`src/pmc_pkg.sv`:
```
package pmc_pkg;
  localparam logic [3:0] PMC_ADDR_OPCR = 4'h0;
  localparam logic [3:0] PMC_ADDR_SOPCR = 4'h1;
  localparam logic [3:0] PMC_ADDR_LPCFG = 4'h2;
  localparam logic [3:0] PMC_ADDR_STATUS = 4'h3;
  localparam logic [3:0] PMC_ADDR_CLKREQ = 4'h4;
  localparam logic [2:0] PMC_POWER_MODE_SELECT_FIELD_HIGH = 3'h0;
  localparam logic [2:0] PMC_POWER_MODE_SELECT_FIELD_MID = 3'h2;
  localparam int PMC_POWER_MODE_SELECT_FIELD_LSB = 0;
  localparam int PMC_SUB_POWER_MODE_BIT_BIT = 0;
  localparam logic [2:0] PMC_POWER_MODE_SELECT_FIELD_RESET = 3'h0;
  localparam logic PMC_SUB_POWER_MODE_BIT_RESET = 1'b0;
  localparam int PMC_MAX_HIGH_KHZ = 32000;
  localparam int PMC_MAX_MID_KHZ = 12000;
  localparam int PMC_MAX_LOW_HZ = 32768;
  localparam int PMC_PLL_MIN_MV = 2400;
  localparam logic [3:0] PMC_SLEEP_RESET = 4'h0;

  typedef enum logic [1:0] {
    PMC_SPD_HIGH = 2'b00,
    PMC_SPD_MID = 2'b01,
    PMC_SPD_LOW = 2'b10,
    PMC_SPD_BAD = 2'b11
  } pmc_speed_t;

  typedef enum logic [1:0] {
    PMC_LP_SLEEP = 2'b00,
    PMC_LP_DEEP = 2'b01,
    PMC_LP_STBY = 2'b10
  } pmc_lpsel_t;

  typedef enum logic [1:0] {
    PMC_ST_RUN = 2'b00,
    PMC_ST_SLEEP = 2'b01,
    PMC_ST_DEEP = 2'b10,
    PMC_ST_STBY = 2'b11
  } pmc_state_t;

  // oscillator enables: pll, fast int, slow int, main, sub, watchdog
  typedef struct packed {
    logic pll;
    logic fast_int;
    logic slow_int;
    logic main;
    logic sub;
    logic wdt;
  } pmc_osc_t;

  // domain gates: cpu, low ram, transfer ctrl, flash, periph, io hold, always-on
  typedef struct packed {
    logic cpu_run;
    logic low_ram_run;
    logic dtc_run;
    logic flash_run;
    logic periph_run;
    logic io_hold;
    logic aon_run;
  } pmc_dom_t;
endpackage : pmc_pkg

```
`src/pmc_clk_limit.sv`:
```
// checks requested clock against the ceiling of the current speed mode
module pmc_clk_limit
  import pmc_pkg::*;
(
  input wire logic [31:0] i_freq_hz, // requested clock in Hz
  input wire pmc_speed_t i_speed, // decoded mode
  output logic o_ok // request within ceiling
);
  always_comb begin
    unique case (i_speed)
      PMC_SPD_HIGH: o_ok = (i_freq_hz <= 32'(PMC_MAX_HIGH_KHZ * 1000));
      PMC_SPD_MID: o_ok = (i_freq_hz <= 32'(PMC_MAX_MID_KHZ * 1000));
      PMC_SPD_LOW: o_ok = (i_freq_hz <= 32'(PMC_MAX_LOW_HZ));
      default: o_ok = 1'b0;
    endcase
  end
endmodule : pmc_clk_limit

```
`src/pmc_top.sv`:
```
module pmc_top
  import pmc_pkg::*;
(
  input wire logic I_CLOCK, // 10 MHz system clock
  input wire logic I_RST_N, // synchronous reset, active low
  input wire logic [3:0] I_ADDR, // register index
  input wire logic [7:0] I_WDATA, // write data
  input wire logic I_WR, // write strobe
  input wire logic I_RD, // read strobe
  input wire logic I_WAIT, // processor executes the wait instruction
  input wire logic I_IRQ, // any interrupt request
  input wire logic I_VCC_ABOVE_2V4, // supply above pll threshold
  output logic [7:0] O_RDATA, // read data, cycle after read strobe
  output pmc_osc_t O_OSC_EN, // oscillator enables
  output pmc_dom_t O_DOM, // domain run and hold controls
  output pmc_speed_t O_SPEED, // current speed mode
  output logic O_CLK_VIOLATION, // requested clock above ceiling
  output logic O_WAKE // one-cycle pulse: resume with interrupt handling
);
  logic [2:0] power_mode_select_field, next_power_mode_select_field;
  logic sub_power_mode_bit, next_sub_power_mode_bit;
  pmc_lpsel_t lpsel, next_lpsel;
  logic [3:0] osc_req, next_osc_req; // pll, fast, slow, main requested
  logic [31:0] freq_hz, next_freq_hz;
  logic [7:0] clkreq, next_clkreq; // clock request byte as written
  pmc_state_t state, next_state;
  logic [7:0] rdata, next_rdata;
  pmc_osc_t osc, next_osc;
  pmc_dom_t dom, next_dom;
  pmc_speed_t speed, next_speed;
  logic viol, next_viol;
  logic wake, next_wake;
  logic clk_ok;

  function automatic pmc_speed_t decode_speed(input logic [2:0] f, input logic s);
    if (s) begin
      return PMC_SPD_LOW;
    end
    if (f == PMC_POWER_MODE_SELECT_FIELD_HIGH) begin
      return PMC_SPD_HIGH;
    end
    if (f == PMC_POWER_MODE_SELECT_FIELD_MID) begin
      return PMC_SPD_MID;
    end
    return PMC_SPD_BAD;
  endfunction : decode_speed

  // memories and the transfer unit run only while awake or in light sleep
  function automatic logic mem_awake(input pmc_state_t st);
    return (st == PMC_ST_RUN) || (st == PMC_ST_SLEEP);
  endfunction : mem_awake

  function automatic pmc_dom_t decode_domains(input pmc_state_t st);
    pmc_dom_t d;
    d.cpu_run = (st == PMC_ST_RUN);
    d.low_ram_run = mem_awake(st);
    d.dtc_run = mem_awake(st);
    d.flash_run = mem_awake(st);
    d.periph_run = (st != PMC_ST_STBY);
    d.io_hold = (st == PMC_ST_STBY);
    d.aon_run = 1'b1;
    return d;
  endfunction : decode_domains

  pmc_clk_limit u_limit (
    .i_freq_hz(freq_hz),
    .i_speed(speed),
    .o_ok(clk_ok)
  );

  // register file
  always_comb begin
    next_power_mode_select_field = power_mode_select_field;
    next_sub_power_mode_bit = sub_power_mode_bit;
    next_lpsel = lpsel;
    next_osc_req = osc_req;
    next_freq_hz = freq_hz;
    next_clkreq = clkreq;
    // read data stands for one cycle only and is zero otherwise
    next_rdata = 8'h00;
    if (I_WR) begin
      unique case (I_ADDR)
        PMC_ADDR_OPCR: next_power_mode_select_field = I_WDATA[PMC_POWER_MODE_SELECT_FIELD_LSB +: 3];
        PMC_ADDR_SOPCR: next_sub_power_mode_bit = I_WDATA[PMC_SUB_POWER_MODE_BIT_BIT];
        PMC_ADDR_LPCFG: begin
          // code 3 aliases standby so the stored selection is always legal
          next_lpsel = (I_WDATA[1:0] == 2'b11) ? PMC_LP_STBY : pmc_lpsel_t'(I_WDATA[1:0]);
          next_osc_req = I_WDATA[7:4];
        end
        // clock request in Hz, written as one byte times 256 kHz, 0 means sub-clock
        PMC_ADDR_CLKREQ: begin
          next_freq_hz = (I_WDATA == 8'h00) ? 32'(PMC_MAX_LOW_HZ)
                                            : 32'(I_WDATA) * 32'h0003_E800;
          next_clkreq = I_WDATA;
        end
        default: ;
      endcase
    end
    if (I_RD) begin
      unique case (I_ADDR)
        PMC_ADDR_OPCR: next_rdata = {5'h00, power_mode_select_field};
        PMC_ADDR_SOPCR: next_rdata = {7'h00, sub_power_mode_bit};
        PMC_ADDR_LPCFG: next_rdata = {osc_req, 2'b00, lpsel};
        PMC_ADDR_STATUS: next_rdata = {2'b00, viol, state, speed, 1'b0};
        // readback gives the byte as written, not the derived frequency
        PMC_ADDR_CLKREQ: next_rdata = clkreq;
        default: next_rdata = 8'h00;
      endcase
    end
  end

  // low power state machine and wake pulse
  always_comb begin
    next_state = state;
    next_wake = 1'b0;
    unique case (state)
      PMC_ST_RUN: begin
        // a pending interrupt does not block entry: it ends the state on the next edge
        if (I_WAIT) begin
          unique case (lpsel)
            PMC_LP_SLEEP: next_state = PMC_ST_SLEEP;
            PMC_LP_DEEP: next_state = PMC_ST_DEEP;
            default: next_state = PMC_ST_STBY;
          endcase
        end
      end
      PMC_ST_SLEEP, PMC_ST_DEEP, PMC_ST_STBY: begin
        // any interrupt ends the state; an interrupt while running is ignored
        if (I_IRQ) begin
          next_state = PMC_ST_RUN;
          next_wake = 1'b1;
        end
      end
    endcase
  end

  // output decode
  always_comb begin
    // decoded from the next values so a mode write shows at the edge that takes it
    next_speed = decode_speed(next_power_mode_select_field, next_sub_power_mode_bit);
    // speed check is advisory: software orders writes, hardware only flags a breach
    next_viol = !clk_ok;
    // sub-clock and watchdog oscillators are stopped by this block only while reset is held
    next_osc.sub = 1'b1;
    next_osc.wdt = 1'b1;
    // low speed leaves the sub-clock as the only usable source
    if (next_speed == PMC_SPD_LOW) begin
      next_osc.pll = 1'b0;
      next_osc.fast_int = 1'b0;
      next_osc.slow_int = 1'b0;
      next_osc.main = 1'b0;
    end else begin
      // pll also waits for a supply above its threshold
      next_osc.pll = next_osc_req[3] && I_VCC_ABOVE_2V4;
      next_osc.fast_int = next_osc_req[2];
      next_osc.slow_int = next_osc_req[1];
      next_osc.main = next_osc_req[0];
    end
    // standby overrides the speed gating whatever software requested
    if (next_state == PMC_ST_STBY) begin
      next_osc.pll = 1'b0;
      next_osc.fast_int = 1'b0;
      next_osc.slow_int = 1'b0;
      next_osc.main = 1'b0;
    end
    next_dom = decode_domains(next_state);
  end

  // register file
  always_ff @(posedge I_CLOCK) begin
    if (!I_RST_N) begin
      power_mode_select_field <= PMC_POWER_MODE_SELECT_FIELD_RESET;
      sub_power_mode_bit <= PMC_SUB_POWER_MODE_BIT_RESET;
      lpsel <= PMC_LP_SLEEP;
      osc_req <= PMC_SLEEP_RESET;
      freq_hz <= 32'(PMC_MAX_LOW_HZ);
      clkreq <= 8'h00;
      rdata <= 8'h00;
    end else begin
      power_mode_select_field <= next_power_mode_select_field;
      sub_power_mode_bit <= next_sub_power_mode_bit;
      lpsel <= next_lpsel;
      osc_req <= next_osc_req;
      freq_hz <= next_freq_hz;
      clkreq <= next_clkreq;
      rdata <= next_rdata;
    end
  end

  // low power state
  always_ff @(posedge I_CLOCK) begin
    if (!I_RST_N) begin
      state <= PMC_ST_RUN;
      wake <= 1'b0;
    end else begin
      state <= next_state;
      wake <= next_wake;
    end
  end

  // registered outputs
  always_ff @(posedge I_CLOCK) begin
    if (!I_RST_N) begin
      osc <= '0;
      dom <= '0;
      speed <= PMC_SPD_HIGH;
      viol <= 1'b0;
    end else begin
      osc <= next_osc;
      dom <= next_dom;
      speed <= next_speed;
      viol <= next_viol;
    end
  end

  assign O_RDATA = rdata;
  assign O_OSC_EN = osc;
  assign O_DOM = dom;
  assign O_SPEED = speed;
  assign O_CLK_VIOLATION = viol;
  assign O_WAKE = wake;
endmodule : pmc_top

```
`config.mk`:
```
export PLATFORM = sky130hd
export DESIGN_NAME = pmc_top
export DESIGN_NICKNAME = d
export VERILOG_FILES = /design/src/pmc_pkg.sv /design/src/pmc_clk_limit.sv /design/src/pmc_top.sv
export SDC_FILE = /design/constraint.sdc
export NUM_CORES = 1
export LEC_CHECK = 0
export ABC_AREA = 0
export BUFFER_PORTS_ARGS = -buffer_cell sky130_fd_sc_hd__buf_4
export CAP_MARGIN = 5
export CORE_MARGIN = 3
export CORE_UTILIZATION = 55
export CTS_BUF_LIST = sky130_fd_sc_hd__clkbuf_16
export DETAILED_ROUTE_END_ITERATION = 8
export GPL_ROUTABILITY_DRIVEN = 0
export HOLD_SLACK_MARGIN = 0.1
export MAX_ROUTING_LAYER = met4
export PLACE_DENSITY = 0.76
export SYNTH_ARGS = -nofsm -noshare
export SYNTH_HDL_FRONTEND = slang
export SYNTH_SLANG_ARGS = --single-unit
```
`constraint.sdc`:
```
create_clock -name I_CLOCK -period 3.85 [get_ports I_CLOCK]
set_input_delay 0 -clock I_CLOCK [delete_from_list [all_inputs] [get_ports I_CLOCK]]
set_output_delay 0 -clock I_CLOCK [all_outputs]
set_load 0.01 [all_outputs]
```
==> run metrics, run 1 <==
top cell type's share of synthesized area 30.4%; CTS Buf Count 5; Reg clk slew, reported paths 70 ps; worst path bufs/invs 5; # Post-CTS Setup Buffers 0; R2R depth 5; clk_skew 5.12 ps; flip-flop and latch count after synthesis 56; largest net degree at the start of global routing 31; CP max-delay cell dlygate4sd3_1; Sum Neg Setup Slack 0 ps; Core ar. 6420 um2; pwr/cell area 470 nW/um2; Critical R2R Launch freq_hz[13]; cell mode on critical path fa_1; Pre-antenna DRT Iters 4; IO Count 44; cell count after synthesis 402; final hold vios 0; top_reg_cell synth dfxtp_1; die area 7720 um2; ys async rst share 0%; Slew headroom 54.9%; family with the most delay on the worst path adder cells; max cap viols 0; die width 87.9 um; via density per instance 5.66; Skew-Pair Late Insertion Delay 290 ps; first-pass GRT wire length 13400 um; CTS Root Cell clkbuf_16; worst hold stages 4; Initial Utilization 57.4%; initial antenna violation count 0; largest cells by area after synthesis dfxtp_1 30%, ha_1 15%, fa_1 11%; Die H 87.9 um; post-route minimum period 3750 ps; Slew @ Worst Pin 673 ps; Slew Limit Fails 0; Placed Area 4050 um2; Initial DRC Count 223; Crit. End Element flop; vias in the first global route 2875; Syn Area/Cell 9.17 um2; end of the worst register-to-register path O_CLK_VIOLATION; CP required 4030 ps; final setup margin 103 ps; Layout Nets 534; Post-DP HPWL 6330 um; Post-synth EDFFs 0; # fillers 504; clock tree buffer depth 2; unrepaired setup endpoints after global routing true; fmax 267 MHz; CTS H-Tree Depth 2; multi-input combinational cell area 2340 um2; CP max stage delay 530 ps; Synth warnings 0; clk sinks 56; Synth cell types 54; Final ANT Viol Nets 0; DRC viols 0; ant diodes 0; Final period util 97.3%; DP Worst Slack 69.1 ps; critical-path cell list dlygate4sd3_1 > buf_4 > inv_1 > fa_1 > inv_1 > fa_1 > fa_1 > ha_1 > ha_1 > buf_4 > nand4_1 > a211oi_2 > or3_1 > a32o_1; via count 2996; share of layout cells above drive strength 1 15.3%; GRT Overall Usage 22.9%; CP startpoint kind input pin; Seq/Total Area, Yosys 30.4%; Reg2Reg Setup Slack 2130 ps; critical path launch point I_WDATA[6]; WS Path Type in -> reg; syn_nets 485; register area 1120 um2; Hold Slack 109 ps; final-report setup violation count 0; Layout area overhead 17.1%; status finished, final reports clean; wire per inst 15.2 um; Final Core Density 67.2%; Crit path depth 14; Buffers on Ports 43; Leak 1.96 nW; CTS tree yes; WL final 8050 um; VDD IR max 0.381 mV; critical path peak fanout 6; row count 29; cell area after synthesis 3690 um2; Data arrival, critical path 3930 ps; Finished Cell Area 4320 um2; CP endpoint freq_hz[25]; Synth area leader dfxtp_1; Hold Path Class in -> reg; total grt overflow 0
-- cells in the mapped netlist (all sizes together), types with 2 or more instances --
cell / count
nor2: 40
a21oi: 30
o21ai: 11
and3: 5
ha: 43
nor3: 7
nand2: 37
xnor2: 5
o21a: 2
a221oi: 4
o22ai: 2
buf: 11
nor2b: 4
o211ai: 2
nor4b: 2
and4: 2
nand3b: 2
nand3: 7
mux2i: 8
nand2b: 2
nand4: 7
a21o: 2
clkbuf: 5
a21boi: 2
xor2: 5
a32o: 2
a22oi: 13
dfxtp: 56
nor4: 3
nor3b: 3
fa: 21
or3: 3
o21bai: 2
inv: 41
and2: 2
-- tightest hold or removal path: stages --
cell and delay (ps):
buf_4 110, nand3b_1 70, mux2i_1 80, nor2b_1 100
-- flip-flops by register name, indices dropped and copies added (netlist names) --
register                 cells
O_RDATA                      8
sub_power_mode_bit           1
O_OSC_EN                     4
O_CLK_VIOLATION              1
state                        2
osc_req                      4
freq_hz                     15
clkreq                       8
O_DOM                        5
power_mode_select_field      3
O_SPEED                      2
O_WAKE                       1
lpsel                        2
-- layer usage --
layer / share of wire (%) / vias to the layer above / routed length [um] / GRT usage [%]
met4: 1.1 / 0 / 90 / 6.97
met5: 0 / - / 0 / -
met2: 46 / 75 / 3730 / 34.7
li1: - / 1484 / - / -
met1: 48 / 1431 / 3830 / 31.7
met3: 4.8 / 6 / 389 / 3.20
-- metrics by stage --
| stage | power (W) | std cells |
|---|---|---|
| 6_report | 0.00203 | 529 |
| 5_1_grt | 0.00219 | 529 |
| 4_1_cts | 0.00200 | 529 |
| 3_5_place_dp | 0.00155 | 511 |
| 3_3_place_gp | 0.00153 | 511 |
| 2_1_floorplan | 0.00131 | 402 |
-- cells by family (layout without fill, tap and decap cells) --
logic type,after synthesis,count (layout),share of synthesized area [%]
fa+ha+maj,64,64,26.0
xor+xnor,10,10,2.38
compound gates,81,81,14.8
mux,8,8,2.17
buf+inv,57,107,6.75
simple gates,126,126,17.4
flops,56,56,30.4
-- timing repair --
action                                  in CTS  in global routing
gates resized for setup                      0                  4
hold buffers                                10                  0
endpoints found under the setup margin       0                  2
hold endpoints to repair                    18                  0
-- placed cells by master (no fill, tap or decap), types with 8 or more instances in the layout --
cell,n
dlygate4sd3_1,10
a22oi_1,13
nand2_1,37
inv_1,41
a21oi_1,28
ha_1,43
buf_4,48
nor2_1,39
mux2i_1,8
fa_1,21
dfxtp_1,56
-- power breakdown --
group | leakage (nW) | internal (W) | switching (W)
clock | 0.0712 | 0.000240 | 0.000204
combinational | 1.43 | 0.000422 | 0.000555
sequential | 0.454 | 0.000594 | 0.0000134
total | 1.96 | 0.00126 | 0.000773
-- worst min-delay path by stage --
stage / start / end / slack (ps)
floorplan: I_RST_N / O_DOM[0] / 30
global placement: I_RST_N / O_DOM[0] / 210
detailed placement: I_RST_N / O_DOM[0] / 220
CTS: I_WAIT / O_DOM[6] / 100
global route: I_ADDR[3] / power_mode_select_field[0] / 140
finish: I_WAIT / O_DOM[6] / 110
-- layout make-up --
cell class,instances,share of cell area [%]
Multi-Input combinational cell,289,54.2
Clock buffer,5,2.90
Tap cell,77,2.23
Inverter,41,3.56
Clock inverter,3,0.464
Timing Repair Buffer,58,10.7
Sequential cell,56,26.0
Note: power is estimated with default switching activity, not from simulation.
==> run 2: changes to the inputs <==
--- a/config.mk
+++ b/config.mk
@@ -15,7 +15,7 @@
 export GPL_ROUTABILITY_DRIVEN = 0
 export HOLD_SLACK_MARGIN = 0.1
 export MAX_ROUTING_LAYER = met4
-export PLACE_DENSITY = 0.76
+export PLACE_DENSITY = 0.82
 export SYNTH_ARGS = -nofsm -noshare
 export SYNTH_HDL_FRONTEND = slang
 export SYNTH_SLANG_ARGS = --single-unit
==> run metrics, run 2 (same netlist as run 1, synthesis figures left out) <==
status finished, final reports clean; Pre-antenna DRT Iters 5 (+1); Buffers on Ports 43 (unchanged); Biggest register freq_hz; clk_skew 7.34 ps (+2.22 ps); Final Core Density 67.8% (+0.53 points); Leak 1.98 nW (+1.0%); WL final 8670 um (+7.8%); Reg clk slew, reported paths 80 ps (about the same); initial antenna violation count 0 (unchanged); Slew headroom 53.8% (-1.1 points); CP max stage delay 520 ps (about the same); Final ANT Viol Nets 0 (unchanged); CTS Buf Count 5 (unchanged); Initial Utilization 57.4% (unchanged); CTS tree yes; Die H 87.9 um (unchanged); Post-DP HPWL 6560 um (+3.7%); Layout Nets 536 (+0.37%); total grt overflow 0 (unchanged); via count 3102 (+3.5%); Skew-Pair Late Insertion Delay 290 ps (about the same); Layout area overhead 18.1%; vias in the first global route 2991 (+4.0%); most frequent cells in the layout 56 x dfxtp_1, 49 x buf_4, 43 x ha_1, 41 x inv_1, 39 x nor2_1; die width 87.9 um (unchanged); CP startpoint kind input pin; critical-path cell list dlygate4sd3_1 > buf_4 > inv_1 > fa_1 > inv_1 > fa_1 > fa_1 > ha_1 > ha_1 > a21oi_4 > o2111ai_1 > or3_1 > a32o_1; VDD IR max 0.350 mV (-8.1%); clk sinks 56 (unchanged); final-report setup violation count 0 (unchanged); first-pass GRT wire length 14300 um (+6.6%); critical path peak fanout 6 (unchanged); CP max-delay cell dlygate4sd3_1; fmax 269 MHz (+0.64%); Reg2Reg Setup Slack 2200 ps (+70 ps); global routing usage on met1 32.9% (+1.2 points); WS Path Type in -> reg; Sum Neg Setup Slack 0 ps (unchanged); Most Crowded Layer GR met2; Slew @ Worst Pin 690 ps (+16.7 ps); met3 Track Usage GR 3.01% (-0.19 points); Initial DRC Count 205 (-8.1%); row count 29 (unchanged); largest net degree at the start of global routing 31 (unchanged); GRT Overall Usage 24.2% (+1.4 points); share of layout cells above drive strength 1 15.2% (-0.067 points); total chip power 0.00213 W (+5.1%); DRC viols 0 (unchanged); pwr/cell area 490 nW/um2 (+4.3%); max cap viols 0 (unchanged); CTS Root Cell clkbuf_16; final hold vios 0 (unchanged); Core ar. 6420 um2 (unchanged); wire per inst 16.3 um (+7.4%); global-route met2 utilization 38.4% (+3.8 points); cell mode on critical path fa_1; Data arrival, critical path 3910 ps (-20 ps); ant diodes 0 (unchanged); commonest non-fill, non-tap cell in the layout dfxtp_1; die area 7720 um2 (unchanged); unrepaired setup endpoints after global routing false; number of flip-flops under the largest register name 15 (unchanged); Slew Limit Fails 0 (unchanged); Crit. End Element flop; Final period util 96.7% (-0.62 points); IO Count 44 (unchanged); post-route minimum period 3720 ps (-24.0 ps); clock tree buffer depth 2 (unchanged); CTS H-Tree Depth 2 (unchanged); CP required 4030 ps (about the same); Hold Path Class in -> reg; via density per instance 5.84 (+3.1%)
run 2: cell types whose count changed in the layout (fill, tap and decap cells not counted):
cell,before,now
clkinvlp_4,1,0
bufinv_16,0,1
inv_6,0,1
o2111ai_1,0,1
clkinv_4,1,0
buf_4,48,49
o2111ai_2,1,0
dlygate4sd3_1,10,11
run 2: path summary, 6_finish.rpt:
path         cells past startpoint                    endpoint   startpoint
min reg2reg                      2                  O_RDATA[4]    clkreq[4]
min                              4  power_mode_select_field[2]    I_ADDR[3]
max reg2reg                      5             O_CLK_VIOLATION  freq_hz[13]
max                             13                 freq_hz[25]   I_WDATA[6]
run 2: final cells by class:
cell class,count,area [um2]
Fill cell,493,2070
Multi-Input combinational cell,289,2330
Tap cell,77,96.3
Timing Repair Buffer,60,478
Clock buffer,5,125
Inverter,41,154
Sequential cell,56,1120
Clock inverter,3,42.5
run 2: worst max-delay path, delay by kind of cell:
| family | cells | cell delay [ps] |
|---|---|---|
| adders and majority gates | 5 | 2130 |
| AOI/OAI and AO/OA | 3 | 640 |
| and+or+nand+nor | 1 | 340 |
| buffers and inverters | 4 | 790 |
run 2: timing repair:
| action | CTS | global route |
|---|---|---|
| endpoints found under the setup margin | 0 | 2 |
| hold endpoints to repair | 18 | 0 |
| hold buffers | 11 | 0 |
| resized for setup | 0 | 3 |
| buffers inserted | 0 | 1 |
run 2: stage by stage:
| stage | cells | cell area [um2] | setup slack, ps | hold slack (ps) |
|---|---|---|---|---|
| after floorplan | 402 | 3690 | 299 | 27.7 |
| after global placement | 511 | 4050 | 130 | 214 |
| after detailed placement | 511 | 4050 | 58.0 | 210 |
| after CTS | 530 | 4330 | 69.8 | 104 |
| after global routing | 531 | 4350 | 12.6 | 111 |
| final | 531 | 4350 | 127 | 103 |
run 2: layer usage:
layer | wire length (um) | vias up
met5 | 0 | -
met4 | 90 | 0
met3 | 441 | 11
met2 | 4290 | 91
met1 | 3860 | 1511
li1 | - | 1489
run 2: power by group:
group	internal, W	leakage, nW	switching (W)
clock	0.000307	0.0856	0.000212
sequential	0.000594	0.454	0.0000141
combinational	0.000430	1.44	0.000576
==> run 3: changes to the inputs <==
--- a/config.mk
+++ b/config.mk
@@ -8,7 +8,7 @@
 export ABC_AREA = 0
 export BUFFER_PORTS_ARGS = -buffer_cell sky130_fd_sc_hd__buf_4
 export CAP_MARGIN = 5
-export CORE_MARGIN = 3
+export CORE_MARGIN = 2
 export CORE_UTILIZATION = 55
 export CTS_BUF_LIST = sky130_fd_sc_hd__clkbuf_16
 export DETAILED_ROUTE_END_ITERATION = 8
==> run metrics, run 3 (same netlist as run 1, synthesis figures left out) <==
status complete, but fails checks; failing checks DRC; WS Path Type in -> reg; critical path peak fanout 6 (unchanged); via density per instance 5.90 (+0.96%); cell mode on critical path fa_1; Data arrival, critical path 3900 ps (about the same); final-report setup violation count 0 (unchanged); CP max stage delay 540 ps (+20 ps); ant diodes 0 (unchanged); pwr/cell area 474 nW/um2 (-3.3%); fmax 269 MHz (about the same); most frequent cells in the layout 56 x dfxtp_1, 48 x buf_4, 43 x ha_1, 40 x inv_1, 39 x nor2_1; Layout Nets 535 (-0.19%); commonest non-fill, non-tap cell in the layout dfxtp_1; WL final 8860 um (+2.1%); wire per inst 16.7 um (+2.3%); Pre-antenna DRT Iters 6 (+1); CP max-delay cell dlygate4sd3_1; Slew @ Worst Pin 657 ps (-32.6 ps); unrepaired setup endpoints after global routing false; Hold Slack 116 ps (+12.9 ps); die area 7370 um2 (-4.5%); CTS Buf Count 5 (unchanged); GRT Overall Usage 26.2% (+2.0 points); Layout area overhead 17.0%; min-delay src I_ADDR[3]; max cap viols 0 (unchanged); CTS Root Cell clkbuf_16; hold endpoint power_mode_select_field[0]; Slew Limit Fails 0 (unchanged); Leak 1.96 nW (-0.89%); Hold Path Class in -> reg; Buffers on Ports 43 (unchanged); vias in the first global route 3061 (+2.3%); worst hold stages 4 (unchanged); clk sinks 56 (unchanged); CP startpoint kind input pin; CP required 4020 ps (about the same); multi-input combinational cell area 2330 um2 (-0.21%); post-route minimum period 3720 ps (+0.113 ps); row count 29 (unchanged); Crit. End Element flop; Final period util 96.7% (about the same); Reg2Reg Setup Slack 2180 ps (-20 ps); CTS tree yes; Final ANT Viol Nets 0 (unchanged); total grt overflow 0 (unchanged); end of the worst register-to-register path O_CLK_VIOLATION; initial antenna violation count 0 (unchanged); IO Count 44 (unchanged); clk_skew 3.24 ps (-4.10 ps); Die H 85.9 um (-2.3%); Slew headroom 56.0% (+2.2 points); Initial Utilization 57.4% (unchanged); CTS H-Tree Depth 2 (unchanged); Sum Neg Setup Slack 0 ps (unchanged); Core ar. 6420 um2 (unchanged); family with the most delay on the worst path adder cells; Post-DP HPWL 6550 um (-0.15%); critical-path cell list dlygate4sd3_1 > buf_4 > inv_1 > fa_1 > inv_1 > fa_1 > fa_1 > ha_1 > ha_1 > buf_4 > nand4_1 > nor2_1 > a221oi_1 > xnor2_1 > o21ai_1; VDD IR max 0.367 mV (+4.6%); register area 1120 um2 (unchanged); largest net degree at the start of global routing 31 (unchanged); DRC viols 4 (+4); R2R depth 5 (unchanged); worst path bufs/invs 5 (+1); clock tree buffer depth 2 (unchanged); Initial DRC Count 199 (-2.9%); share of layout cells above drive strength 1 14.8% (-0.41 points); Biggest register freq_hz; # fillers 503 (+2.0%); number of flip-flops under the largest register name 15 (unchanged); die width 85.9 um (-2.3%); Reg clk slew, reported paths 70 ps (about the same); Critical R2R Launch freq_hz[13]; first-pass GRT wire length 14700 um (+2.7%); Skew-Pair Late Insertion Delay 290 ps (about the same); via count 3126 (+0.77%); final hold vios 0 (unchanged)
[run 3: report_power, final]
part / internal [W] / switching (W) / total (W)
clock: 0.000241 / 0.000212 / 0.000453
combinational: 0.000423 / 0.000560 / 0.000984
sequential: 0.000594 / 0.0000140 / 0.000608
[run 3: worst min-delay path, cell delays in order]
cell and delay, ps:
buf_4 160, nor3_4 60, nand3_1 70, a21oi_1 60
[run 3: routing by layer]
metal	wire, um	vias up	global-route usage (%)
met2	4380	114	42.0
met1	3740	1509	34.0
met4	238	0	10.1
met3	492	18	2.98
li1	-	1485	-
met5	0	-	-
[run 3: cell type report]
type / instances / area share [%]
clock buffers: 5 / 2.90
flip-flops and latches: 56 / 26.0
clock inverters: 3 / 0.406
multi-input cells: 289 / 54.0
well taps: 77 / 2.23
repair buffers: 59 / 10.9
inverters: 41 / 3.57
[run 3: worst max-delay path by stage]
stage	start	slack [ps]	depth (start not counted)	endpoint
after CTS	I_WDATA[6]	110	13	freq_hz[25]
after detailed placement	I_WDATA[1]	50	13	freq_hz[25]
after floorplan	I_WDATA[1]	300	12	freq_hz[25]
after global routing	I_WDATA[6]	5	15	freq_hz[24]
final	I_WDATA[6]	130	15	freq_hz[24]
after global placement	I_WDATA[1]	130	13	freq_hz[25]
[run 3: what timing repair did]
item	CTS	global route
resized for setup	0	2
endpoints found under the setup margin	0	2
setup buffers	0	0
hold buffers	11	0
endpoints found under the hold margin	18	0
[run 3: per-stage QoR]
stage / cell area (um2) / setup slack (ps) / power, W / std cells / util [%]
2_1_floorplan: 3690 / 299 / 0.00131 / 402 / -
6_report: 4310 / 127 / 0.00204 / 530 / 67.2
3_5_place_dp: 4050 / 48.7 / 0.00155 / 511 / 63.0
4_1_cts: 4300 / 115 / 0.00202 / 530 / 67.0
5_1_grt: 4310 / 5.10 / 0.00220 / 530 / 67.2
3_3_place_gp: 4050 / 130 / 0.00152 / 511 / 63.0
